$ cat config.mk
export PLATFORM = sky130hd
export DESIGN_NAME = cod_operand_decoder
export DESIGN_NICKNAME = d
export VERILOG_FILES = /design/src/cod_reg_resolve.v /design/src/cod_operand_decoder.v
export VERILOG_INCLUDE_DIRS = /design/src
export SDC_FILE = /design/constraint.sdc
export NUM_CORES = 1
export LEC_CHECK = 0
export BUFFER_PORTS_ARGS = -buffer_cell sky130_fd_sc_hd__buf_2
export CORE_MARGIN = 10
export CORE_UTILIZATION = 50
export CTS_CLUSTER_DIAMETER = 120
export CTS_CLUSTER_SIZE = 12
export DETAILED_ROUTE_END_ITERATION = 8
export PLACE_DENSITY = 0.77
export RECOVER_POWER = 50
export SLEW_MARGIN = 20
export SYNTH_ARGS = -nofsm -noshare
export SYNTH_HDL_FRONTEND = slang
export SYNTH_SLANG_ARGS = --single-unit
$ cat constraint.sdc
create_clock -name clk -period 4.5 [get_ports clk]
set_input_delay 0.675 -clock clk [delete_from_list [all_inputs] [get_ports clk]]
set_output_delay 0.675 -clock clk [all_outputs]
set_load 0.05 [all_outputs]
$ cat src/cod_map.vh
// Constants for the CPU operand decoder: the addition opcode, field kinds, widths, states and reset values.
`ifndef COD_MAP_VH
`define COD_MAP_VH

// Opcode of the two-register addition form (opcode, source byte, destination byte).
`define COD_OPC_ADD_RR      8'h04

// Upper nibble that marks an 8-bit register field as an escaped working register.
`define COD_ESC_NIBBLE      4'he

// Field widths.
`define COD_REG_ADDR_W      12
`define COD_WORD_W          16
`define COD_BIT_IDX_W       3
`define COD_WREG_IDX_W      4

// Operand field kinds presented on fieldKind.
`define COD_KIND_BIT        4'h0
`define COD_KIND_POL        4'h1
`define COD_KIND_DIRECT     4'h2
`define COD_KIND_EXT_REG    4'h3
`define COD_KIND_IMM        4'h4
`define COD_KIND_REG        4'h5
`define COD_KIND_WREG       4'h6
`define COD_KIND_WREG_IND   4'h7
`define COD_KIND_REG_IND    4'h8
`define COD_KIND_WPAIR      4'h9
`define COD_KIND_WPAIR_IND  4'ha
`define COD_KIND_RPAIR      4'hb
`define COD_KIND_RPAIR_IND  4'hc
`define COD_KIND_REL        4'hd
`define COD_KIND_INDEXED    4'he
`define COD_KIND_VECTOR     4'hf

// One-hot states of the addition sequencer.
`define COD_ST_IDLE         5'h01
`define COD_ST_SRC          5'h02
`define COD_ST_DST          5'h04
`define COD_ST_READ         5'h08
`define COD_ST_EXEC         5'h10

// Reset values of the decoded outputs.
`define COD_RST_BYTE        8'h00
`define COD_RST_ADDR        12'h000
`define COD_RST_WORD        16'h0000

`endif

$ cat src/cod_reg_resolve.v
// Resolves an 8-bit register field into a 12-bit register-file address.
`timescale 1ns/100ps
`include "cod_map.vh"

module cod_reg_resolve (
    input  wire [7:0]  regField,
    input  wire [7:0]  workingBankPointer,
    output wire [11:0] regAddr,
    output wire        escaped
);

    // An upper nibble of E selects a working register; anything else is an absolute location.
    assign escaped = (regField[7:4] == `COD_ESC_NIBBLE);

    // Working registers sit in the group named by the pointer, whose low nibble picks the page.
    // Absolute locations stay in the first 256 bytes, so E0..EF cannot be reached directly.
    assign regAddr = escaped ? {workingBankPointer[3:0], workingBankPointer[7:4], regField[3:0]}
                             : {4'h0, regField};

endmodule

$ cat src/cod_operand_decoder.v
// Operand decoder: two-register addition sequencer and addressing-mode field decoder.
`timescale 1ns/100ps
`include "cod_map.vh"

// Behaviour
// - Addition object code: opcode, source, destination.
// - Register field: absolute 0-255 or escaped working.
// - Field E8 means working register eight.
// - Bit index is three bits, zero to seven.
// - Polarity is one bit, zero or one.
// - Direct address is full sixteen bits.
// - Extended register address is twelve bits.
// - Working pairs use even indices zero to fourteen.
// - Register pairs use even addresses up to FE.
// - Relative displacement added to next instruction address.
// - Indexed address is base plus signed index.
// - Immediate operand is one literal data byte.
// - Trap vector is an eight-bit value.
// - Indirect working register contents give operand address.
// - Addition writes source plus destination into destination.

module cod_operand_decoder (
    input  wire        clk,
    input  wire        rstn,
    // Instruction byte stream from the fetch unit.
    input  wire        byteValid,
    input  wire        instrStart,
    input  wire [7:0]  byteData,
    input  wire [7:0]  workingBankPointer,
    // Register file read port answer for the addition.
    input  wire [7:0]  rdSrcData,
    input  wire [7:0]  rdDstData,
    // Addition sequencer outputs.
    output reg         addBusy_q,
    output reg         rdEn_q,
    output reg  [11:0] rdSrcAddr_q,
    output reg  [11:0] rdDstAddr_q,
    output reg         srcEscaped_q,
    output reg         dstEscaped_q,
    output reg         wrEn_q,
    output reg  [11:0] wrAddr_q,
    output reg  [7:0]  wrData_q,
    // Generic operand field decode request.
    input  wire        fieldReq,
    input  wire [3:0]  fieldKind,
    input  wire [15:0] fieldWord,
    input  wire [15:0] fieldBase,
    // Generic operand field decode answer.
    output reg         fieldDone_q,
    output reg  [15:0] fieldAddr_q,
    output reg  [11:0] fieldRegAddr_q,
    output reg  [7:0]  fieldData_q,
    output reg  [2:0]  fieldBit_q,
    output reg         fieldPol_q,
    output reg         fieldEscaped_q,
    output reg         fieldIllegal_q
);

    localparam [4:0] S_IDLE = `COD_ST_IDLE;
    localparam [4:0] S_SRC  = `COD_ST_SRC;
    localparam [4:0] S_DST  = `COD_ST_DST;
    localparam [4:0] S_READ = `COD_ST_READ;
    localparam [4:0] S_EXEC = `COD_ST_EXEC;

    reg  [4:0]  state_q;
    reg  [4:0]  state_d;
    reg  [7:0]  srcField_q;
    wire [11:0] srcAddr;
    wire [11:0] dstAddr;
    wire [11:0] fldRegAddr;
    wire        srcEsc;
    wire        dstEsc;
    wire        fldEsc;
    wire        opcStart;

    // Sign-extends an 8-bit displacement to a full address word.
    function [15:0] signExt8;
        input [7:0] disp;
        begin
            signExt8 = {{8{disp[7]}}, disp};
        end
    endfunction

    // Working register address for a 4-bit index, offset by the bank pointer.
    function [11:0] wregAddr;
        input [3:0] idx;
        input [7:0] ptr;
        begin
            wregAddr = {ptr[3:0], ptr[7:4], idx};
        end
    endfunction

    // The source field was captured one byte earlier; the destination is resolved as it arrives.
    cod_reg_resolve uSrcResolve (
        .regField           (srcField_q),
        .workingBankPointer (workingBankPointer),
        .regAddr            (srcAddr),
        .escaped            (srcEsc)
    );

    cod_reg_resolve uDstResolve (
        .regField           (byteData),
        .workingBankPointer (workingBankPointer),
        .regAddr            (dstAddr),
        .escaped            (dstEsc)
    );

    cod_reg_resolve uFieldResolve (
        .regField           (fieldWord[7:0]),
        .workingBankPointer (workingBankPointer),
        .regAddr            (fldRegAddr),
        .escaped            (fldEsc)
    );

    // An addition begins only on an opcode byte equal to the addition opcode.
    assign opcStart = byteValid & instrStart & (byteData == `COD_OPC_ADD_RR);

    // Next-state logic of the addition sequencer.
    // A fresh opcode during operand collection aborts the sequence and restarts it only
    // for the addition opcode, so a flushed fetch never leaves a half-built addition behind.
    always @* begin
        state_d = state_q;
        case (state_q)
            S_IDLE: begin
                if (opcStart) begin
                    state_d = S_SRC;
                end
            end
            S_SRC: begin
                if (byteValid && instrStart) begin
                    state_d = opcStart ? S_SRC : S_IDLE;
                end else if (byteValid) begin
                    state_d = S_DST;
                end
            end
            S_DST: begin
                if (byteValid && instrStart) begin
                    state_d = opcStart ? S_SRC : S_IDLE;
                end else if (byteValid) begin
                    state_d = S_READ;
                end
            end
            S_READ: begin
                state_d = S_EXEC;
            end
            S_EXEC: begin
                state_d = S_IDLE;
            end
            default: begin
                state_d = S_IDLE;
            end
        endcase
    end

    // State register and busy flag.
    always @(posedge clk or negedge rstn) begin
        if (!rstn) begin
            state_q   <= S_IDLE;
            addBusy_q <= 1'b0;
        end else begin
            state_q   <= state_d;
            addBusy_q <= (state_d != S_IDLE);
        end
    end

    // Operand capture and register file read request.
    // Bytes that arrive during the read and execute cycles are ignored; the
    // fetch unit watches addBusy_q to avoid that.
    always @(posedge clk or negedge rstn) begin
        if (!rstn) begin
            srcField_q   <= `COD_RST_BYTE;
            rdEn_q       <= 1'b0;
            rdSrcAddr_q  <= `COD_RST_ADDR;
            rdDstAddr_q  <= `COD_RST_ADDR;
            srcEscaped_q <= 1'b0;
            dstEscaped_q <= 1'b0;
        end else begin
            rdEn_q <= 1'b0;
            if (state_q == S_SRC && byteValid && !instrStart) begin
                srcField_q <= byteData;
            end
            if (state_q == S_DST && byteValid && !instrStart) begin
                rdEn_q       <= 1'b1;
                rdSrcAddr_q  <= srcAddr;
                rdDstAddr_q  <= dstAddr;
                srcEscaped_q <= srcEsc;
                dstEscaped_q <= dstEsc;
            end
        end
    end

    // Execute: the sum wraps in eight bits and replaces the destination.
    // Carry and flags belong to the ALU downstream, not to this decoder.
    always @(posedge clk or negedge rstn) begin
        if (!rstn) begin
            wrEn_q   <= 1'b0;
            wrAddr_q <= `COD_RST_ADDR;
            wrData_q <= `COD_RST_BYTE;
        end else begin
            wrEn_q <= 1'b0;
            if (state_q == S_EXEC) begin
                wrEn_q   <= 1'b1;
                wrAddr_q <= rdDstAddr_q;
                wrData_q <= rdDstData + rdSrcData;
            end
        end
    end

    // Generic field decode: one request per cycle, answered at the next edge.
    // Outputs not meaningful for a kind keep their earlier value, except fieldEscaped_q and fieldIllegal_q, which clear.
    always @(posedge clk or negedge rstn) begin
        if (!rstn) begin
            fieldDone_q    <= 1'b0;
            fieldAddr_q    <= `COD_RST_WORD;
            fieldRegAddr_q <= `COD_RST_ADDR;
            fieldData_q    <= `COD_RST_BYTE;
            fieldBit_q     <= 3'h0;
            fieldPol_q     <= 1'b0;
            fieldEscaped_q <= 1'b0;
            fieldIllegal_q <= 1'b0;
        end else begin
            fieldDone_q <= fieldReq;
            if (fieldReq) begin
                fieldEscaped_q <= 1'b0;
                fieldIllegal_q <= 1'b0;
                case (fieldKind)
                    `COD_KIND_BIT: begin
                        fieldBit_q <= fieldWord[2:0];
                    end
                    `COD_KIND_POL: begin
                        fieldPol_q <= fieldWord[0];
                    end
                    `COD_KIND_DIRECT: begin
                        fieldAddr_q <= fieldWord;
                    end
                    `COD_KIND_EXT_REG: begin
                        fieldRegAddr_q <= fieldWord[11:0];
                    end
                    `COD_KIND_IMM: begin
                        fieldData_q <= fieldWord[7:0];
                    end
                    `COD_KIND_REG: begin
                        fieldRegAddr_q <= fldRegAddr;
                        fieldEscaped_q <= fldEsc;
                    end
                    `COD_KIND_WREG: begin
                        fieldRegAddr_q <= wregAddr(fieldWord[3:0], workingBankPointer);
                        fieldEscaped_q <= 1'b1;
                    end
                    `COD_KIND_WREG_IND: begin
                        // The caller reads the named register and returns its contents on fieldBase.
                        fieldRegAddr_q <= wregAddr(fieldWord[3:0], workingBankPointer);
                        fieldAddr_q    <= fieldBase;
                        fieldEscaped_q <= 1'b1;
                    end
                    `COD_KIND_REG_IND: begin
                        fieldRegAddr_q <= fldRegAddr;
                        fieldAddr_q    <= fieldBase;
                        fieldEscaped_q <= fldEsc;
                    end
                    `COD_KIND_WPAIR, `COD_KIND_WPAIR_IND: begin
                        // An odd index is flagged; the pair is rounded down to the even index and the one above it.
                        fieldRegAddr_q <= wregAddr({fieldWord[3:1], 1'b0}, workingBankPointer);
                        fieldIllegal_q <= fieldWord[0];
                        fieldEscaped_q <= 1'b1;
                        if (fieldKind == `COD_KIND_WPAIR_IND) begin
                            fieldAddr_q <= fieldBase;
                        end
                    end
                    `COD_KIND_RPAIR, `COD_KIND_RPAIR_IND: begin
                        fieldRegAddr_q <= {fldRegAddr[11:1], 1'b0};
                        fieldIllegal_q <= fieldWord[0];
                        fieldEscaped_q <= fldEsc;
                        if (fieldKind == `COD_KIND_RPAIR_IND) begin
                            fieldAddr_q <= fieldBase;
                        end
                    end
                    `COD_KIND_REL: begin
                        // fieldBase carries the address of the following instruction.
                        fieldAddr_q <= fieldBase + signExt8(fieldWord[7:0]);
                    end
                    `COD_KIND_INDEXED: begin
                        // fieldBase carries the contents of the indexed register or pair.
                        fieldAddr_q <= fieldBase + signExt8(fieldWord[7:0]);
                    end
                    default: begin
                        fieldData_q <= fieldWord[7:0];
                    end
                endcase
            end
        end
    end

endmodule

==> metrics.log <==
[metrics] sequential element share of the synthesized area: 45.7%
[metrics] total via count in the routed design: roughly 5200
[metrics] Die Span X: ~130 µm
[metrics] XOR/XNOR Fraction of Synth Area: a little over 3%
[metrics] Primary FF master, synth: sky130_fd_sc_hd__dfrtp_1
[metrics] Synth Area in Compound Gates: 17.6%
[metrics] synthesized-area fraction occupied by adder cells: 5.48%
[metrics] initial cell density of the core: 50.6%
[metrics] CP endpoint kind: register
[metrics] placed wire-length estimate after detailed placement: 12500 µm
[metrics] clk root buf: sky130_fd_sc_hd__clkbuf_16
[metrics] via count of the first global-routing pass: 5252
[metrics] most frequent cell on the critical path: sky130_fd_sc_hd__nand3b_1
[metrics] Core Box Area: 11400 µm²
[metrics] unrepaired setup endpoints after global routing: no
[metrics] arrival time at the worst endpoint: 2990 ps
[metrics] flops & latches, synth: 105
[metrics] outcome: finished, violations left
[metrics] number of warning messages in the yosys log: 0
[metrics] Buffers on Ports: 164
[metrics] count of final hold-check violations: 0
[metrics] number of fillers in the final layout: 999
[metrics] Antenna Nets Post-Route: 0
[metrics] launch point of the worst hold path: srcField_q[0]
[metrics] final-stage net count: 861
[metrics] area occupied by multi-input gates: between 2000 and 3000 µm²
[metrics] r2r worst-path depth: 7
[metrics] most frequent cells in the layout: sky130_fd_sc_hd__nand2_1 (143), sky130_fd_sc_hd__buf_2 (124), sky130_fd_sc_hd__dfrtp_1 (104)
[metrics] Register-to-Register Setup Slack: 1730 ps
[metrics] Synth Net Count: 712
[metrics] fraction of registers with async set or reset after synthesis: 100%
[metrics] Buf+Inv Stages, Crit Path: 2
[metrics] count of unique library cells instantiated by Yosys: 74
[metrics] max-cap violation count: 1
[metrics] Global Route Usage Sum: 19.6%
[metrics] area share of and/or/nand/nor cells after synthesis: 18.9%
[metrics] fraction of layout cells with a size suffix above 1: 21.7%
[metrics] number of gates resized after cts: 0
[metrics] insertion delay to the later sink of the worst-skew pair: between 300 and 400 ps
[metrics] capture endpoint of the worst hold path: rdSrcAddr_q[0]
[metrics] Crit path max-delay family: buffers and inverters
[metrics] pin count of the biggest net entering global routing: 74
[metrics] required time of the worst setup path: 4720 ps
[metrics] number of instances in the synthesized netlist: 615
[metrics] floorplan die height: 127 µm
[metrics] Post-Route WL: 16200 µm
[metrics] routed wirelength normalized by instance count: about 18 µm
[metrics] fraction of the cycle the final worst path needs: 61.5%
[metrics] clock tree from TritonCTS: yes
[metrics] Mapped Avg Cell Area: 9.36 µm²
[metrics] vias per inst: 5.67
[metrics] power density over cell area: 398 nW/µm²
[metrics] post-synth design cell area: 5760 µm²
[metrics] number of buffers inserted by post-CTS setup repair: 0
[metrics] max incr delay on CP: 940 ps
[metrics] violations in the final reports: max-capacitance violations, max-slew violations
[metrics] Top Ports: 165
[metrics] clock slew at the register clock pins of the worst setup and hold paths: 70 ps
[metrics] DR iter-0 viols: 434
[metrics] crit path launch type: register
[metrics] class of the tightest hold or removal check: register to register
[metrics] area growth from synthesis to layout: 20.1%
[metrics] number of buffers between clock root and the deepest sink: 2
[metrics] pin slew with the least headroom to its limit: 1850 ps
[metrics] CP Max Fanout: 31
[metrics] residual DRC count: 0
[metrics] CTS Hold Bufs: 0
[metrics] clock skew after layout: ~5.7 ps
[metrics] initial antenna violation count: 1
[metrics] classification of the worst setup path: register to register
[metrics] slowest stage cell on the critical path: sky130_fd_sc_hd__clkbuf_1
[metrics] clk sinks: 105
[metrics] core utilization of the finished layout: 60.8%
[metrics] Critical R2R Launch: state_q[0]
[metrics] chain of cells forming the critical path: nor3_1 -> nand3b_1 -> nand3b_1 -> clkbuf_1 -> inv_2 -> o311ai_0 -> nand2_1
[metrics] routability-driven placement congestion ratio: 0.849
[metrics] Die Area: 16200 µm²
[metrics] Min-Delay Path Depth: 2
[metrics] leak pwr: 3.47 nW
[metrics] final sum of negative setup slack: 0 ps
[metrics] most common library cell in the layout ignoring fill and taps: sky130_fd_sc_hd__nand2_1
[metrics] Sequential cell area: 2630 µm²
[metrics] pins over their slew limit: 74
[metrics] number of synthesized flops with an enable pin: 0
[metrics] peak clock frequency supported by timing: approximately 0.36 GHz
[metrics] dominant combinational cell family by area after synthesis: simple AND/OR/NAND/NOR gates
[metrics] final setup violation count: 0
[metrics] worst slew margin relative to its limit: -23.2%
[metrics] Overflow after GRT: 0
[metrics] wire length of the first global-routing pass: 26300 µm
[metrics] worst vdd ir: 249 µV
[metrics] detailed-routing iteration count for the pre-antenna-repair pass: 7
[metrics] Final min period: 2770 ps
[metrics] H-tree Lvls: 3
[metrics] number of placement rows: 39
[metrics] Reg-to-Reg End: rdDstAddr_q[6]
[metrics] portion of netlist area occupied by mux cells: 5.39%
[metrics] number of buffers inserted during clock tree synthesis: 9
per-layer routing:
layer	share of wire, %	track usage (%)
met2	47	32.0
met5	0	0
met4	1.8	5.69
met1	41	23.2
met3	10	8.19
per-stage QoR:
stage | instances | hold WS, ps | total power, mW | cell area, µm² | setup WS (ps)
floorplan | 615 | 379 | 1.72 | 5760 | 2040
global placement | 896 | 441 | 1.95 | 6650 | 1790
detailed placement | 896 | 451 | 1.97 | 6650 | 1670
CTS | 912 | 472 | 2.79 | 6970 | 1840
global route | 912 | 489 | 2.88 | 6910 | 1450
finish | 913 | 470 | 2.75 | 6910 | 1730
worst max path at each step:
stage,slack (ps),cells past startpoint,to,startpoint
after floorplan,2040,9,fieldAddr_q[14],fieldWord[0]
after global placement,1790,10,fieldAddr_q[14],fieldWord[0]
after detailed placement,1670,7,fieldAddr_q[6],fieldKind[2]
after CTS,1840,5,wrData_q[6],state_q[2]
after global routing,1450,7,rdDstAddr_q[6],state_q[0]
final,1730,7,rdDstAddr_q[6],state_q[0]
registers in the layout (all words and copies together), names as in the netlist:
| name | cells |
|---|---|
| addBusy_q | 1 |
| fieldPol_q | 1 |
| fieldRegAddr_q | 12 |
| fieldDone_q | 1 |
| fieldEscaped_q | 1 |
| rdEn_q | 1 |
| srcEscaped_q | 1 |
| fieldIllegal_q | 1 |
| wrData_q | 8 |
| fieldBit_q | 3 |
| rdDstAddr_q | 12 |
| wrAddr_q | 12 |
| fieldData_q | 8 |
| rdSrcAddr_q | 12 |
| wrEn_q | 1 |
| dstEscaped_q | 1 |
| srcField_q | 8 |
| state_q | 5 |
| fieldAddr_q | 16 |
logic make-up (layout without fill, tap and decap cells):
logic type                 after synthesis  in the layout
DFF                                    105            105
adders and majority gates               24             24
muxes                                   28             28
other                                    0              1
and+or+nand+nor                        239            239
buffers and inverters                   54            208
AOI/OAI and AO/OA                      145            145
xor gates and xnor gates                20             20
where the power goes:
group          internal (mW)  switching (mW)  total [mW]
Sequential              1.04          0.0574        1.10
Combinational          0.228           0.609       0.838
Clock                  0.444           0.373       0.818
tightest hold or removal path, stage by stage (launching register included):
cell and delay, ps:
sky130_fd_sc_hd__dfrtp_1 340, sky130_fd_sc_hd__nand2_1 50, sky130_fd_sc_hd__nand2_1 50
synthesized netlist by cell type, types with 3 or more instances:
cell | n | area share (%)
sky130_fd_sc_hd__a211oi_1 | 3 | 0.39
sky130_fd_sc_hd__a21o_1 | 3 | 0.39
sky130_fd_sc_hd__a21oi_1 | 39 | 3.4
sky130_fd_sc_hd__a221oi_1 | 7 | 1.1
sky130_fd_sc_hd__a22oi_1 | 10 | 1.3
sky130_fd_sc_hd__a31oi_1 | 4 | 0.43
sky130_fd_sc_hd__buf_2 | 13 | 1.1
sky130_fd_sc_hd__clkbuf_1 | 14 | 0.91
sky130_fd_sc_hd__dfrtp_1 | 104 | 45
sky130_fd_sc_hd__ha_1 | 22 | 4.8
sky130_fd_sc_hd__inv_1 | 24 | 1.6
sky130_fd_sc_hd__mux2_1 | 16 | 3.1
sky130_fd_sc_hd__mux2_2 | 8 | 1.6
sky130_fd_sc_hd__mux2i_1 | 4 | 0.70
sky130_fd_sc_hd__nand2_1 | 143 | 9.3
sky130_fd_sc_hd__nand2b_1 | 7 | 0.76
sky130_fd_sc_hd__nand3_1 | 17 | 1.5
sky130_fd_sc_hd__nand3b_1 | 4 | 0.52
sky130_fd_sc_hd__nor2_1 | 27 | 1.8
sky130_fd_sc_hd__nor2b_1 | 6 | 0.65
sky130_fd_sc_hd__nor3_1 | 6 | 0.52
sky130_fd_sc_hd__nor3b_1 | 3 | 0.39
sky130_fd_sc_hd__nor4_1 | 5 | 0.54
sky130_fd_sc_hd__o21a_1 | 6 | 0.78
sky130_fd_sc_hd__o21ai_0 | 21 | 1.8
sky130_fd_sc_hd__o21ai_1 | 10 | 0.87
sky130_fd_sc_hd__o21bai_1 | 3 | 0.39
sky130_fd_sc_hd__o221ai_1 | 6 | 0.91
sky130_fd_sc_hd__o22ai_1 | 3 | 0.33
sky130_fd_sc_hd__o311ai_0 | 4 | 0.61
sky130_fd_sc_hd__or3_1 | 4 | 0.43
sky130_fd_sc_hd__xnor2_1 | 8 | 1.2
sky130_fd_sc_hd__xor2_1 | 12 | 1.8
final cells by class:
class | count | share of cell area [%]
inverters | 25 | 1.36
flip-flops and latches | 105 | 38.0
well taps | 143 | 2.59
clock buffers | 9 | 3.26
clock inverters | 7 | 1.30
multi-input cells | 456 | 42.0
repair buffers | 167 | 11.4
diodes | 1 | 0.0362
No activity file was read; power rests on OpenSTA's default activity.
